--- config.mk ---
export PLATFORM = sky130hd
export DESIGN_NAME = ssm_supervisor
export DESIGN_NICKNAME = d
export VERILOG_FILES = /design/src/rtl/ssm_pkg.sv /design/src/rtl/ssm_supervisor.sv
export VERILOG_INCLUDE_DIRS = /design/src /design/src/rtl
export SDC_FILE = /design/constraint.sdc
export NUM_CORES = 1
export LEC_CHECK = 0
export BUFFER_PORTS_ARGS = -buffer_cell sky130_fd_sc_hd__buf_2
export CAP_MARGIN = 20
export CORE_ASPECT_RATIO = 2
export CORE_MARGIN = 2
export CORE_UTILIZATION = 25
export CTS_BUF_LIST = sky130_fd_sc_hd__clkbuf_8
export CTS_CLUSTER_DIAMETER = 150
export CTS_CLUSTER_SIZE = 10
export DETAILED_ROUTE_END_ITERATION = 10
export PLACE_DENSITY = 0.45
export SLEW_MARGIN = 0
export SYNTH_ARGS = -nofsm -noshare
export SYNTH_HDL_FRONTEND = slang
export SYNTH_SLANG_ARGS = --single-unit
--- constraint.sdc ---
create_clock -name clk -period 1.84 [get_ports clk]
set_input_delay 0.184 -clock clk [delete_from_list [all_inputs] [get_ports clk]]
set_output_delay 0.184 -clock clk [all_outputs]
set_load 0.01 [all_outputs]
--- src/rtl/ssm_regs.svh ---
// Constants of the supply supervisor mode logic: clock rate, reset value, counter width and timing counts.
`ifndef SSM_REGS_SVH
`define SSM_REGS_SVH

`define SSM_CLK_FREQ_HZ 20000000
`define SSM_SETTLE_NORMAL_NS 150000
`define SSM_SETTLE_FULL_NS 2000
`define SSM_WAKE_SLOW_NS 150000
`define SSM_HAZARD_WINDOW_NS 1000
`define SSM_NS_PER_S 1000000000
// Least times round up to whole cycles.
`define SSM_CYC_UP(ns) ((((ns) * 64'd20) + 64'd999) / 64'd1000)
// Longest times round down.
`define SSM_CYC_DN(ns) (((ns) * 64'd20) / 64'd1000)
`define SSM_SETTLE_NORMAL_CYC `SSM_CYC_UP(`SSM_SETTLE_NORMAL_NS)
`define SSM_SETTLE_FULL_CYC `SSM_CYC_UP(`SSM_SETTLE_FULL_NS)
`define SSM_WAKE_SLOW_CYC `SSM_CYC_UP(`SSM_WAKE_SLOW_NS)
`define SSM_HAZARD_CYC `SSM_CYC_DN(`SSM_HAZARD_WINDOW_NS)
`define SSM_CNT_W 13
`define SSM_CTL_RESET 6'h00

`endif

--- src/rtl/ssm_pkg.sv ---
// Types of the supply supervisor mode logic.
package ssm_pkg;

  typedef enum logic [1:0] {
    SSM_OFF = 2'b00,
    SSM_NORMAL = 2'b01,
    SSM_FULL = 2'b11
  } ssm_state_t;

  typedef enum logic [1:0] {
    SSM_ACTIVE = 2'b00,
    SSM_LIGHT = 2'b01,
    SSM_DEEP = 2'b11
  } ssm_power_t;

  // One side's control bits.
  typedef struct packed {
    logic auto_control;
    logic sup_enable;
    logic sup_sleep_keep;
    logic sup_full_perf;
    logic mon_enable;
    logic mon_full_perf;
  } ssm_side_ctl_t;

  typedef struct packed {
    ssm_state_t low_supervisor;
    ssm_state_t low_monitor;
    ssm_state_t high_supervisor;
    ssm_state_t high_monitor;
  } ssm_states_t;

endpackage

--- src/rtl/ssm_supervisor.sv ---
// Supply supervisor and monitor mode selection, settling flags and wake-up path choice.
`timescale 1ns/1ns
`include "ssm_regs.svh"
// How it works
// - Fast wake-up path only when both the low supervisor and the low monitor are off or full performance.
// - Low supervisor without full performance gives slow wake-up, about 150 us.
// - High supervisor enabled, not full, sleep keep clear or keep plus auto, either low unit off or full: affected.
// - High monitor enabled, not full, auto control set, either low unit off or full: affected.
// - Under auto control a normal high supervisor or monitor turns off in deep sleep.
// - Affected configuration plus wake within about 1 us of deep entry hangs until reset.
// - Settling delay is about 150 us in normal mode and about 2 us in full mode.
module ssm_supervisor (
  input wire logic clk,
  input wire logic reset_n,
  input wire ssm_pkg::ssm_side_ctl_t low_ctl_in,
  input wire logic low_ctl_write,
  input wire ssm_pkg::ssm_side_ctl_t high_ctl_in,
  input wire logic high_ctl_write,
  input wire ssm_pkg::ssm_power_t power_mode,
  input wire logic wake_request,
  input wire logic soft_reset,
  output ssm_pkg::ssm_side_ctl_t low_side_control_reg,
  output ssm_pkg::ssm_side_ctl_t high_side_control_reg,
  output ssm_pkg::ssm_states_t state_reg,
  output logic low_side_settle_flag,
  output logic high_side_settle_flag,
  output logic fast_wake_reg,
  output logic affected_config_check,
  output logic wake_ack_reg,
  output logic hung_reg
);

  localparam logic [`SSM_CNT_W-1:0] NORMAL_CYC = `SSM_CNT_W'(`SSM_SETTLE_NORMAL_CYC);
  localparam logic [`SSM_CNT_W-1:0] FULL_CYC = `SSM_CNT_W'(`SSM_SETTLE_FULL_CYC);
  localparam logic [`SSM_CNT_W-1:0] SLOW_CYC = `SSM_CNT_W'(`SSM_WAKE_SLOW_CYC);
  localparam logic [`SSM_CNT_W-1:0] HAZ_CYC = `SSM_CNT_W'(`SSM_HAZARD_CYC);

  // ****************************************************************
  // Mode decode
  // ****************************************************************
  wire logic deep = (power_mode == ssm_pkg::SSM_DEEP);

  function automatic ssm_pkg::ssm_state_t sup_state(input logic en, input logic keep,
                                                     input logic full, input logic auto_c,
                                                     input logic in_deep);
    ssm_pkg::ssm_state_t s;
    s = ssm_pkg::SSM_OFF;
    if (en) begin
      if (!in_deep) begin
        s = full ? ssm_pkg::SSM_FULL : ssm_pkg::SSM_NORMAL;
      end else if (keep) begin
        if (!auto_c) begin
          s = full ? ssm_pkg::SSM_FULL : ssm_pkg::SSM_NORMAL;
        end else begin
          s = full ? ssm_pkg::SSM_NORMAL : ssm_pkg::SSM_OFF;
        end
      end
    end
    return s;
  endfunction

  // Unit order follows the state word: low supervisor, low monitor, high supervisor, high monitor.
  // Monitors have no sleep keep bit; they always stay on under manual control.
  // The unused power code counts as awake, so a glitch on it can never switch a unit off.
  wire ssm_pkg::ssm_side_ctl_t lc = low_side_control_reg;
  wire ssm_pkg::ssm_side_ctl_t hc = high_side_control_reg;
  wire logic [3:0] unit_enable = {lc.sup_enable, lc.mon_enable, hc.sup_enable, hc.mon_enable};
  wire logic [3:0] unit_keep = {lc.sup_sleep_keep, 1'b1, hc.sup_sleep_keep, 1'b1};
  wire logic [3:0] unit_full = {lc.sup_full_perf, lc.mon_full_perf, hc.sup_full_perf, hc.mon_full_perf};
  wire logic [3:0] unit_auto = {lc.auto_control, lc.auto_control, hc.auto_control, hc.auto_control};
  wire logic [7:0] state_bits;

  genvar u;
  for (u = 0; u < 4; u = u + 1) begin : g_unit
    assign state_bits[2*u +: 2] = sup_state(unit_enable[u], unit_keep[u], unit_full[u], unit_auto[u], deep);
  end

  wire ssm_pkg::ssm_states_t state_next = ssm_pkg::ssm_states_t'(state_bits);

  // ****************************************************************
  // Wake-up path and affected configuration
  // ****************************************************************
  // The affected check calls the low side fast when either low unit is off or at full performance.
  wire logic low_fast = !lc.sup_enable || lc.sup_full_perf || !lc.mon_enable || lc.mon_full_perf;
  // The real wake path, though, is slow as soon as either enabled low unit runs in normal mode.
  // A normal low monitor alone is enough to slow it, even with the low supervisor off.
  wire logic low_sup_normal = lc.sup_enable && !lc.sup_full_perf;
  wire logic low_mon_normal = lc.mon_enable && !lc.mon_full_perf;
  wire logic fast_wake_next = !low_sup_normal && !low_mon_normal;
  wire logic high_sup_hit = hc.sup_enable && !hc.sup_full_perf &&
                            (!hc.sup_sleep_keep || hc.auto_control);
  wire logic high_mon_hit = hc.mon_enable && !hc.mon_full_perf && hc.auto_control;
  wire logic affected_next = low_fast && (high_sup_hit || high_mon_hit);

  // ****************************************************************
  // Settling delays
  // ****************************************************************
  // Reload uses the new setting: full-performance low side settles fast.
  wire logic [`SSM_CNT_W-1:0] low_load = low_ctl_in.sup_full_perf ? FULL_CYC : NORMAL_CYC;
  wire logic [`SSM_CNT_W-1:0] high_load = high_ctl_in.sup_full_perf ? FULL_CYC : NORMAL_CYC;
  logic [`SSM_CNT_W-1:0] low_cnt_reg;
  logic [`SSM_CNT_W-1:0] high_cnt_reg;
  logic [`SSM_CNT_W-1:0] wake_cnt_reg;
  logic [`SSM_CNT_W-1:0] entry_cnt_reg;
  logic deep_d_reg;
  wire logic deep_entry = deep && !deep_d_reg;
  wire logic wake_cnt_load = wake_request && deep && !hung_reg && wake_cnt_reg == '0 && !wake_ack_reg;
  wire logic [`SSM_CNT_W-1:0] wake_len_v = fast_wake_reg ? `SSM_CNT_W'(1) : SLOW_CYC;

  // The hazard needs an affected setting, or deep entry before the flags cleared.
  // It is modelled as a fixed window after entry; real silicon shows it only sometimes,
  // so this is the pessimistic case that software has to be written against.
  wire logic unsafe = affected_config_check || low_side_settle_flag || high_side_settle_flag;
  wire logic hang_now = wake_request && deep && entry_cnt_reg != '0 && unsafe;
  wire logic hung_next = soft_reset ? 1'b0 : (hung_reg || hang_now);

  // Counters stop at zero, so a finished delay never wraps round into a false flag.
  wire logic low_cnt_run = (low_cnt_reg != '0);
  wire logic high_cnt_run = (high_cnt_reg != '0);
  wire logic entry_cnt_run = (entry_cnt_reg != '0) && deep;
  wire logic wake_cnt_run = (wake_cnt_reg != '0);
  wire logic [`SSM_CNT_W-1:0] low_cnt_next = low_ctl_write ? low_load :
                                             (low_cnt_run ? low_cnt_reg - 1'b1 : '0);
  wire logic [`SSM_CNT_W-1:0] high_cnt_next = high_ctl_write ? high_load :
                                              (high_cnt_run ? high_cnt_reg - 1'b1 : '0);

  // Each flag drops on the edge at which its count reaches zero, so it stands for the whole load.
  wire logic low_flag_next = low_ctl_write || (low_cnt_reg > `SSM_CNT_W'(1));
  wire logic high_flag_next = high_ctl_write || (high_cnt_reg > `SSM_CNT_W'(1));

  // Leaving deep sleep inside the window closes it, so a quick exit and re-entry opens a fresh one.
  wire logic [`SSM_CNT_W-1:0] entry_cnt_next = deep_entry ? HAZ_CYC :
                                               (entry_cnt_run ? entry_cnt_reg - 1'b1 : '0);

  // A hang clears the wake counter, so no acknowledge can follow it until a reset.
  wire logic [`SSM_CNT_W-1:0] wake_cnt_next = (hang_now || hung_reg) ? '0 :
                                              (wake_cnt_load ? wake_len_v :
                                              (wake_cnt_run ? wake_cnt_reg - 1'b1 : '0));
  wire logic wake_ack_next = (wake_cnt_reg == `SSM_CNT_W'(1)) && !hung_reg;

  always_ff @(posedge clk or negedge reset_n) begin
    if (!reset_n) begin
      low_side_control_reg <= ssm_pkg::ssm_side_ctl_t'(`SSM_CTL_RESET);
      high_side_control_reg <= ssm_pkg::ssm_side_ctl_t'(`SSM_CTL_RESET);
    end else if (soft_reset) begin
      low_side_control_reg <= ssm_pkg::ssm_side_ctl_t'(`SSM_CTL_RESET);
      high_side_control_reg <= ssm_pkg::ssm_side_ctl_t'(`SSM_CTL_RESET);
    end else begin
      if (low_ctl_write) begin
        low_side_control_reg <= low_ctl_in;
      end
      if (high_ctl_write) begin
        high_side_control_reg <= high_ctl_in;
      end
    end
  end

  always_ff @(posedge clk or negedge reset_n) begin
    if (!reset_n) begin
      low_cnt_reg <= '0;
      high_cnt_reg <= '0;
      low_side_settle_flag <= 1'b0;
      high_side_settle_flag <= 1'b0;
    end else begin
      low_cnt_reg <= low_cnt_next;
      high_cnt_reg <= high_cnt_next;
      low_side_settle_flag <= low_flag_next;
      high_side_settle_flag <= high_flag_next;
    end
  end

  // ****************************************************************
  // Deep sleep entry, wake-up and hang
  // ****************************************************************
  always_ff @(posedge clk or negedge reset_n) begin
    if (!reset_n) begin
      deep_d_reg <= 1'b0;
      entry_cnt_reg <= '0;
      wake_cnt_reg <= '0;
      wake_ack_reg <= 1'b0;
      hung_reg <= 1'b0;
      state_reg <= '0;
      fast_wake_reg <= 1'b1;
      affected_config_check <= 1'b0;
    end else begin
      deep_d_reg <= deep;
      entry_cnt_reg <= entry_cnt_next;
      state_reg <= state_next;
      fast_wake_reg <= fast_wake_next;
      affected_config_check <= affected_next;
      // Only an external or soft reset leaves the hang.
      hung_reg <= hung_next;
      wake_cnt_reg <= wake_cnt_next;
      wake_ack_reg <= wake_ack_next;
    end
  end

endmodule

---- After elaboration in Yosys (flattened, before gate mapping) ----
Cells that the tools add are included.
storage, ports and cells
  bits in registers ....................... 79
  input port bits ......................... 20
  word-level logic and storage cells ...... 120
operators by class
  add/sub/neg operators ................... 4
  reductions and logical operators ........ 46
  eq/ne operators ......................... 2
  order comparisons ....................... 2
  multiplexer cells ....................... 39
operators with widths
  operator                 number
  $mux W13                 9
  $reduce_bool A13 Y1      4
  $sub A13 B1 Y13 const B  4
  $mux W12                 3
  $mux W2                  18
  $gt A13 B1 Y1 const B    2
  $mux W6                  4
  $logic_and A1 B1 Y1      17
  $eq A13 B1 Y1 const B    1
  $logic_not A13 Y1        1
  $logic_not A1 Y1         12
  $logic_or A1 B1 Y1       10
  $mux W1                  5
  $reduce_bool A2 Y1       2
  $eq A2 B2 Y1 const B     1

---- Logic depth before layout (Yosys ltp) ----
  depth in word-level cells ............... 7
  gate-level depth with buffers ........... 7
  mapped depth without buffers ............ 6

---- Least setup slack after synthesis ----
OpenSTA, ideal clock, no wires.
  path type ............................... flip-flop to flip-flop
  start ................................... register wake_cnt_reg[0]
  end ..................................... register wake_cnt_reg[8]
  data arrival time ....................... 1.562 ns
  data required time ...................... 1.746 ns
  path slack .............................. 0.184 ns
  buffers on the path ..................... 0
  setup time .............................. 0.094 ns
  cell stages (with the launch flop) ...... 7
  cell sequence ........................... dfrtp_1 > inv_1 > ha_1 > nor3b_1 > nand2_1 > xor2_1 > a211oi_1
on the way
  word-level cells in the longest chain between the ends .. 5
  elaborated cells between the ends (all ways) .. 8
ends and longest elaborated chain
  what                                                     RTL line               text
  start: declaration                                       ssm_supervisor.sv:103  logic [`SSM_CNT_W-1:0] wake_cnt_reg;
  start signal: assignment                                 ssm_supervisor.sv:193  wake_cnt_reg <= wake_cnt_next;
  branches (longest 3 deep; another with $sub A13 B1 Y13)  n/a
  $mux W13 (*)                                             ssm_supervisor.sv:137  (wake_cnt_load ? wake_len_v :
  $mux W13 (*)                                             ssm_supervisor.sv:136  wire logic [`SSM_CNT_W-1:0] wake_cnt_next = (hang_now || hung_reg) ? '0 :
  named net wake_cnt_next[8]                               ssm_supervisor.sv:136
Mark *: on every way through the listed nets, which the timed path passes.
A chain may end at the register's enable or synchronous reset.

---- Worst setup path in the final report ----
  start ................................... register low_cnt_reg[5]
  end ..................................... register low_cnt_reg[8]
on the way
  word-level cells in the longest chain between the ends .. 3
  elaborated cells between the ends (all ways) .. 4
ends and longest elaborated chain
  what                                                           RTL line                                      text
  start: declaration                                             ssm_supervisor.sv:101                         logic [`SSM_CNT_W-1:0] low_cnt_reg;
  start signal: assignment                                       ssm_supervisor.sv:165                         low_cnt_reg <= low_cnt_next;
  $sub A13 B1 Y13 / $reduce_bool A13 Y1 (equally long branches)  ssm_supervisor.sv:123, ssm_supervisor.sv:118
  $mux W13 (*)                                                   ssm_supervisor.sv:123                         (low_cnt_run ? low_cnt_reg - 1'b1 : '0);
  $mux W13 (*)                                                   ssm_supervisor.sv:122                         wire logic [`SSM_CNT_W-1:0] low_cnt_next = low_ctl_write ? low_load :
  named net low_cnt_next[8]                                      ssm_supervisor.sv:122
Mark *: on every way through the listed nets, which the timed path passes. The rest lies on a longest branch.

==> flow_summary.toml <==
[sta]
hold_viol = 0
setup-violations-final = 0
slew_viol_final = 0
max_slew.worst_pin.slew_ns = 0.425
max_slew_margin = 0.714
post-route-min-period_ns = 1.69
fmax_ghz = 0.591
rsz0062_at_grt = "no"
fin_worst_skew_ns = 0.0108
period_share = 0.919
tns_ns = 0

[worst_hold_path]
hold_class = "in2reg"

[global_routing]
grt_pass1_wl_um = 14300
grt_max_degree = 40
grt-ovfl-total = 0
antenna_found_initial = 0
grt_pass1_vias = 2806
grt_usage = 0.109

[clocking]
h-tree-depth = 3
cts_setup_buffers = 0
cts_sinks = 79
cts_tree = "built"
clock_latency_ns = 0.36
clockRootBuffer = "clkbuf_8"
clock_path_buffers = 2
numCtsBuffers = 9
clk_pin_slew_ns = 0.09

[power]
vdd_drop_max_uv = 403
switchingPower_mw = 1.57
p_comb_frac = 0.263
switching_share = 0.337
clockPowerShare = 0.260
powerDensity_nw_per_um2 = 998
p_seq_frac = 0.477
intPower_mw = 3.09
cellLeakagePower_nw = 2.12

[yosys]
syn_area_um2 = 3820
async_flop_share = 1.00
synth_most_common_cell = "dfrtp_1"
yosysTopAreaCell = "dfrtp_1"
yosysTopAreaCellShare = 0.510
synth-edff-count = 0
postSynthCellCount = 354
synth.avg_cell_area_um2 = 10.8
yosys_warnings = 0
ys_ff_latch = 79
ys.flop_type = "dfrtp_1"
ys_seq_area_frac = 0.517
ys_types = 53
syn_nets = 385
ys_top_cells_by_count = "dfrtp_1, nor2_1, xor2_1, nand2_1, inv_1"
synth_area_leaders = "dfrtp_1, xor2_1, nor2_1, ha_1, mux2i_1"

[setup_path]
slowest_stage = "or4_4"
required_ns = 2.07
crit_arrival_ns = 1.92
cpPeakStageDelay_ns = 0.56
critPathMaxFanout = 7
crit_chain = "or4_4 > nor2_1 > a41o_1 > buf_4 > o21ai_0"
critPathKind = "reg2reg"
critical_path_buf_inv_count = 1
critPathLaunchType = "flop"
critPathCaptureType = "flop"
cpLargestDelayFamily = "simple AND/OR/NAND/NOR gates"

[final_layout]
area_growth_pct = 22.0
antenna_cells = 0
finalNetCount = 458
ff_latch_area_um2 = 1980
num-fill-cells = 1584
multi_input_area_um2 = 1780
layout-drive-gt1-share = 0.241
finalInstanceArea_um2 = 4660

[floorplanning]
die_area_um2 = 16400
ios = 46
start_util = 0.253
core_area_um2 = 15100
die_y_um = 179
die_x_um = 91.5
num_rows = 64

[routing]
via_per_inst = 4.49
first_pass_iters = 4
dr.first_iter.drc_count = 126
ant_nets = 0
vias = 2827
drc = 0
drt-wirelength-per-cell_um = 13.7
wl_um = 8660

[run]
cap_violations = 0

[place]
dpl.hpwl_um = 5880
post_dp_cell_area_um2 = 4440
gp_congestion = 0.743
port_buffers = 45

[outcome]
status = "finished, final reports clean"
## cells in the final DEF (no fill, tap or decap), types with 3 or more instances in the layout
| cell type | Yosys | final |
|---|---|---|
| dfrtp_1 | 78 | 78 |
| nor2_1 | 54 | 54 |
| buf_2 | 2 | 44 |
| xor2_1 | 27 | 27 |
| buf_4 | 1 | 23 |
| nand2_1 | 21 | 21 |
| inv_1 | 14 | 14 |
| nor3_1 | 13 | 13 |
| o21ai_0 | 13 | 13 |
| xnor2_1 | 12 | 12 |
| mux2i_1 | 12 | 12 |
| ha_1 | 11 | 11 |
| nand3_1 | 11 | 10 |
| clkbuf_8 | 1 | 10 |
| a21oi_1 | 8 | 8 |
| nand4b_1 | 6 | 6 |
| nand3b_1 | 6 | 6 |
| nor4_2 | 5 | 5 |
| o21bai_1 | 5 | 5 |
| a211oi_1 | 4 | 4 |
| nor4_4 | 3 | 3 |
| nor4_1 | 3 | 3 |
| o22ai_1 | 3 | 3 |
| clkinvlp_4 | 0 | 3 |
## worst paths after layout
path                             startpoint                      end  slack (ns)  depth (start not counted)
max                          low_cnt_reg[5]           low_cnt_reg[8]        0.15                          5
min                           low_ctl_in[3]  low_side_control_reg[3]        0.06                          3
max reg2reg                  low_cnt_reg[5]           low_cnt_reg[8]        0.15                          5
min reg2reg                entry_cnt_reg[0]         entry_cnt_reg[0]        0.48                          1
max in group asynchronous           reset_n           low_cnt_reg[8]        0.98                          3
min in group asynchronous           reset_n        entry_cnt_reg[10]        0.28                          2
## power groups by stage
stage          Clock [mW]  Combinational (mW)  Sequential [mW]
3_3_place_gp            0                1.20             2.25
3_5_place_dp            0                1.21             2.25
2_1_floorplan           0               0.822             2.22
4_1_cts              1.27                1.22             2.22
6_report             1.21                1.22             2.22
5_1_grt              1.35                1.37             2.26
## repair_timing
item                                   in CTS  in global routing
hold buffers                                1                  0
endpoints found under the hold margin      23                  0
resized for setup                           0                  3
setup endpoints to repair                   0                 13
## layer usage
metal	GRT usage	share of wire
met4	0.0436	0.017
met5	0	0
met2	0.156	0.43
met1	0.152	0.49
met3	0.0357	0.064
## metrics by stage
stage,hold WS (ns),setup WS (ns),instances,power [mW],util
after CTS,0.0387,0.0223,629,4.71,0.306
after global routing,0.0571,0.0234,630,4.98,0.308
final,0.0601,0.149,630,4.65,0.308
after global placement,0.129,0.131,612,3.45,0.293
after detailed placement,0.137,0.0662,612,3.46,0.293
after floorplan,-0.112,0.184,354,3.04,-
## worst min-delay path: stages
cell,delay [ns]
buf_2,0.07
mux2i_1,0.05
nor2_1,0.07
## cells by family after synthesis
kind of cell    synth area share
mux                       0.0314
flops                      0.517
xor+xnor                  0.0893
buf+inv                   0.0268
compound gates            0.0812
simple gates               0.218
fa+ha+maj                 0.0360
## area by class of cell
class	count	share of cell area
clock buffers	10	0.0295
flip-flops and latches	79	0.424
multi-input cells	253	0.381
inverters	15	0.0121
repair buffers	69	0.0907
clock inverters	6	0.00966
well taps	198	0.0531
Note: power is estimated with default switching activity, not from simulation.
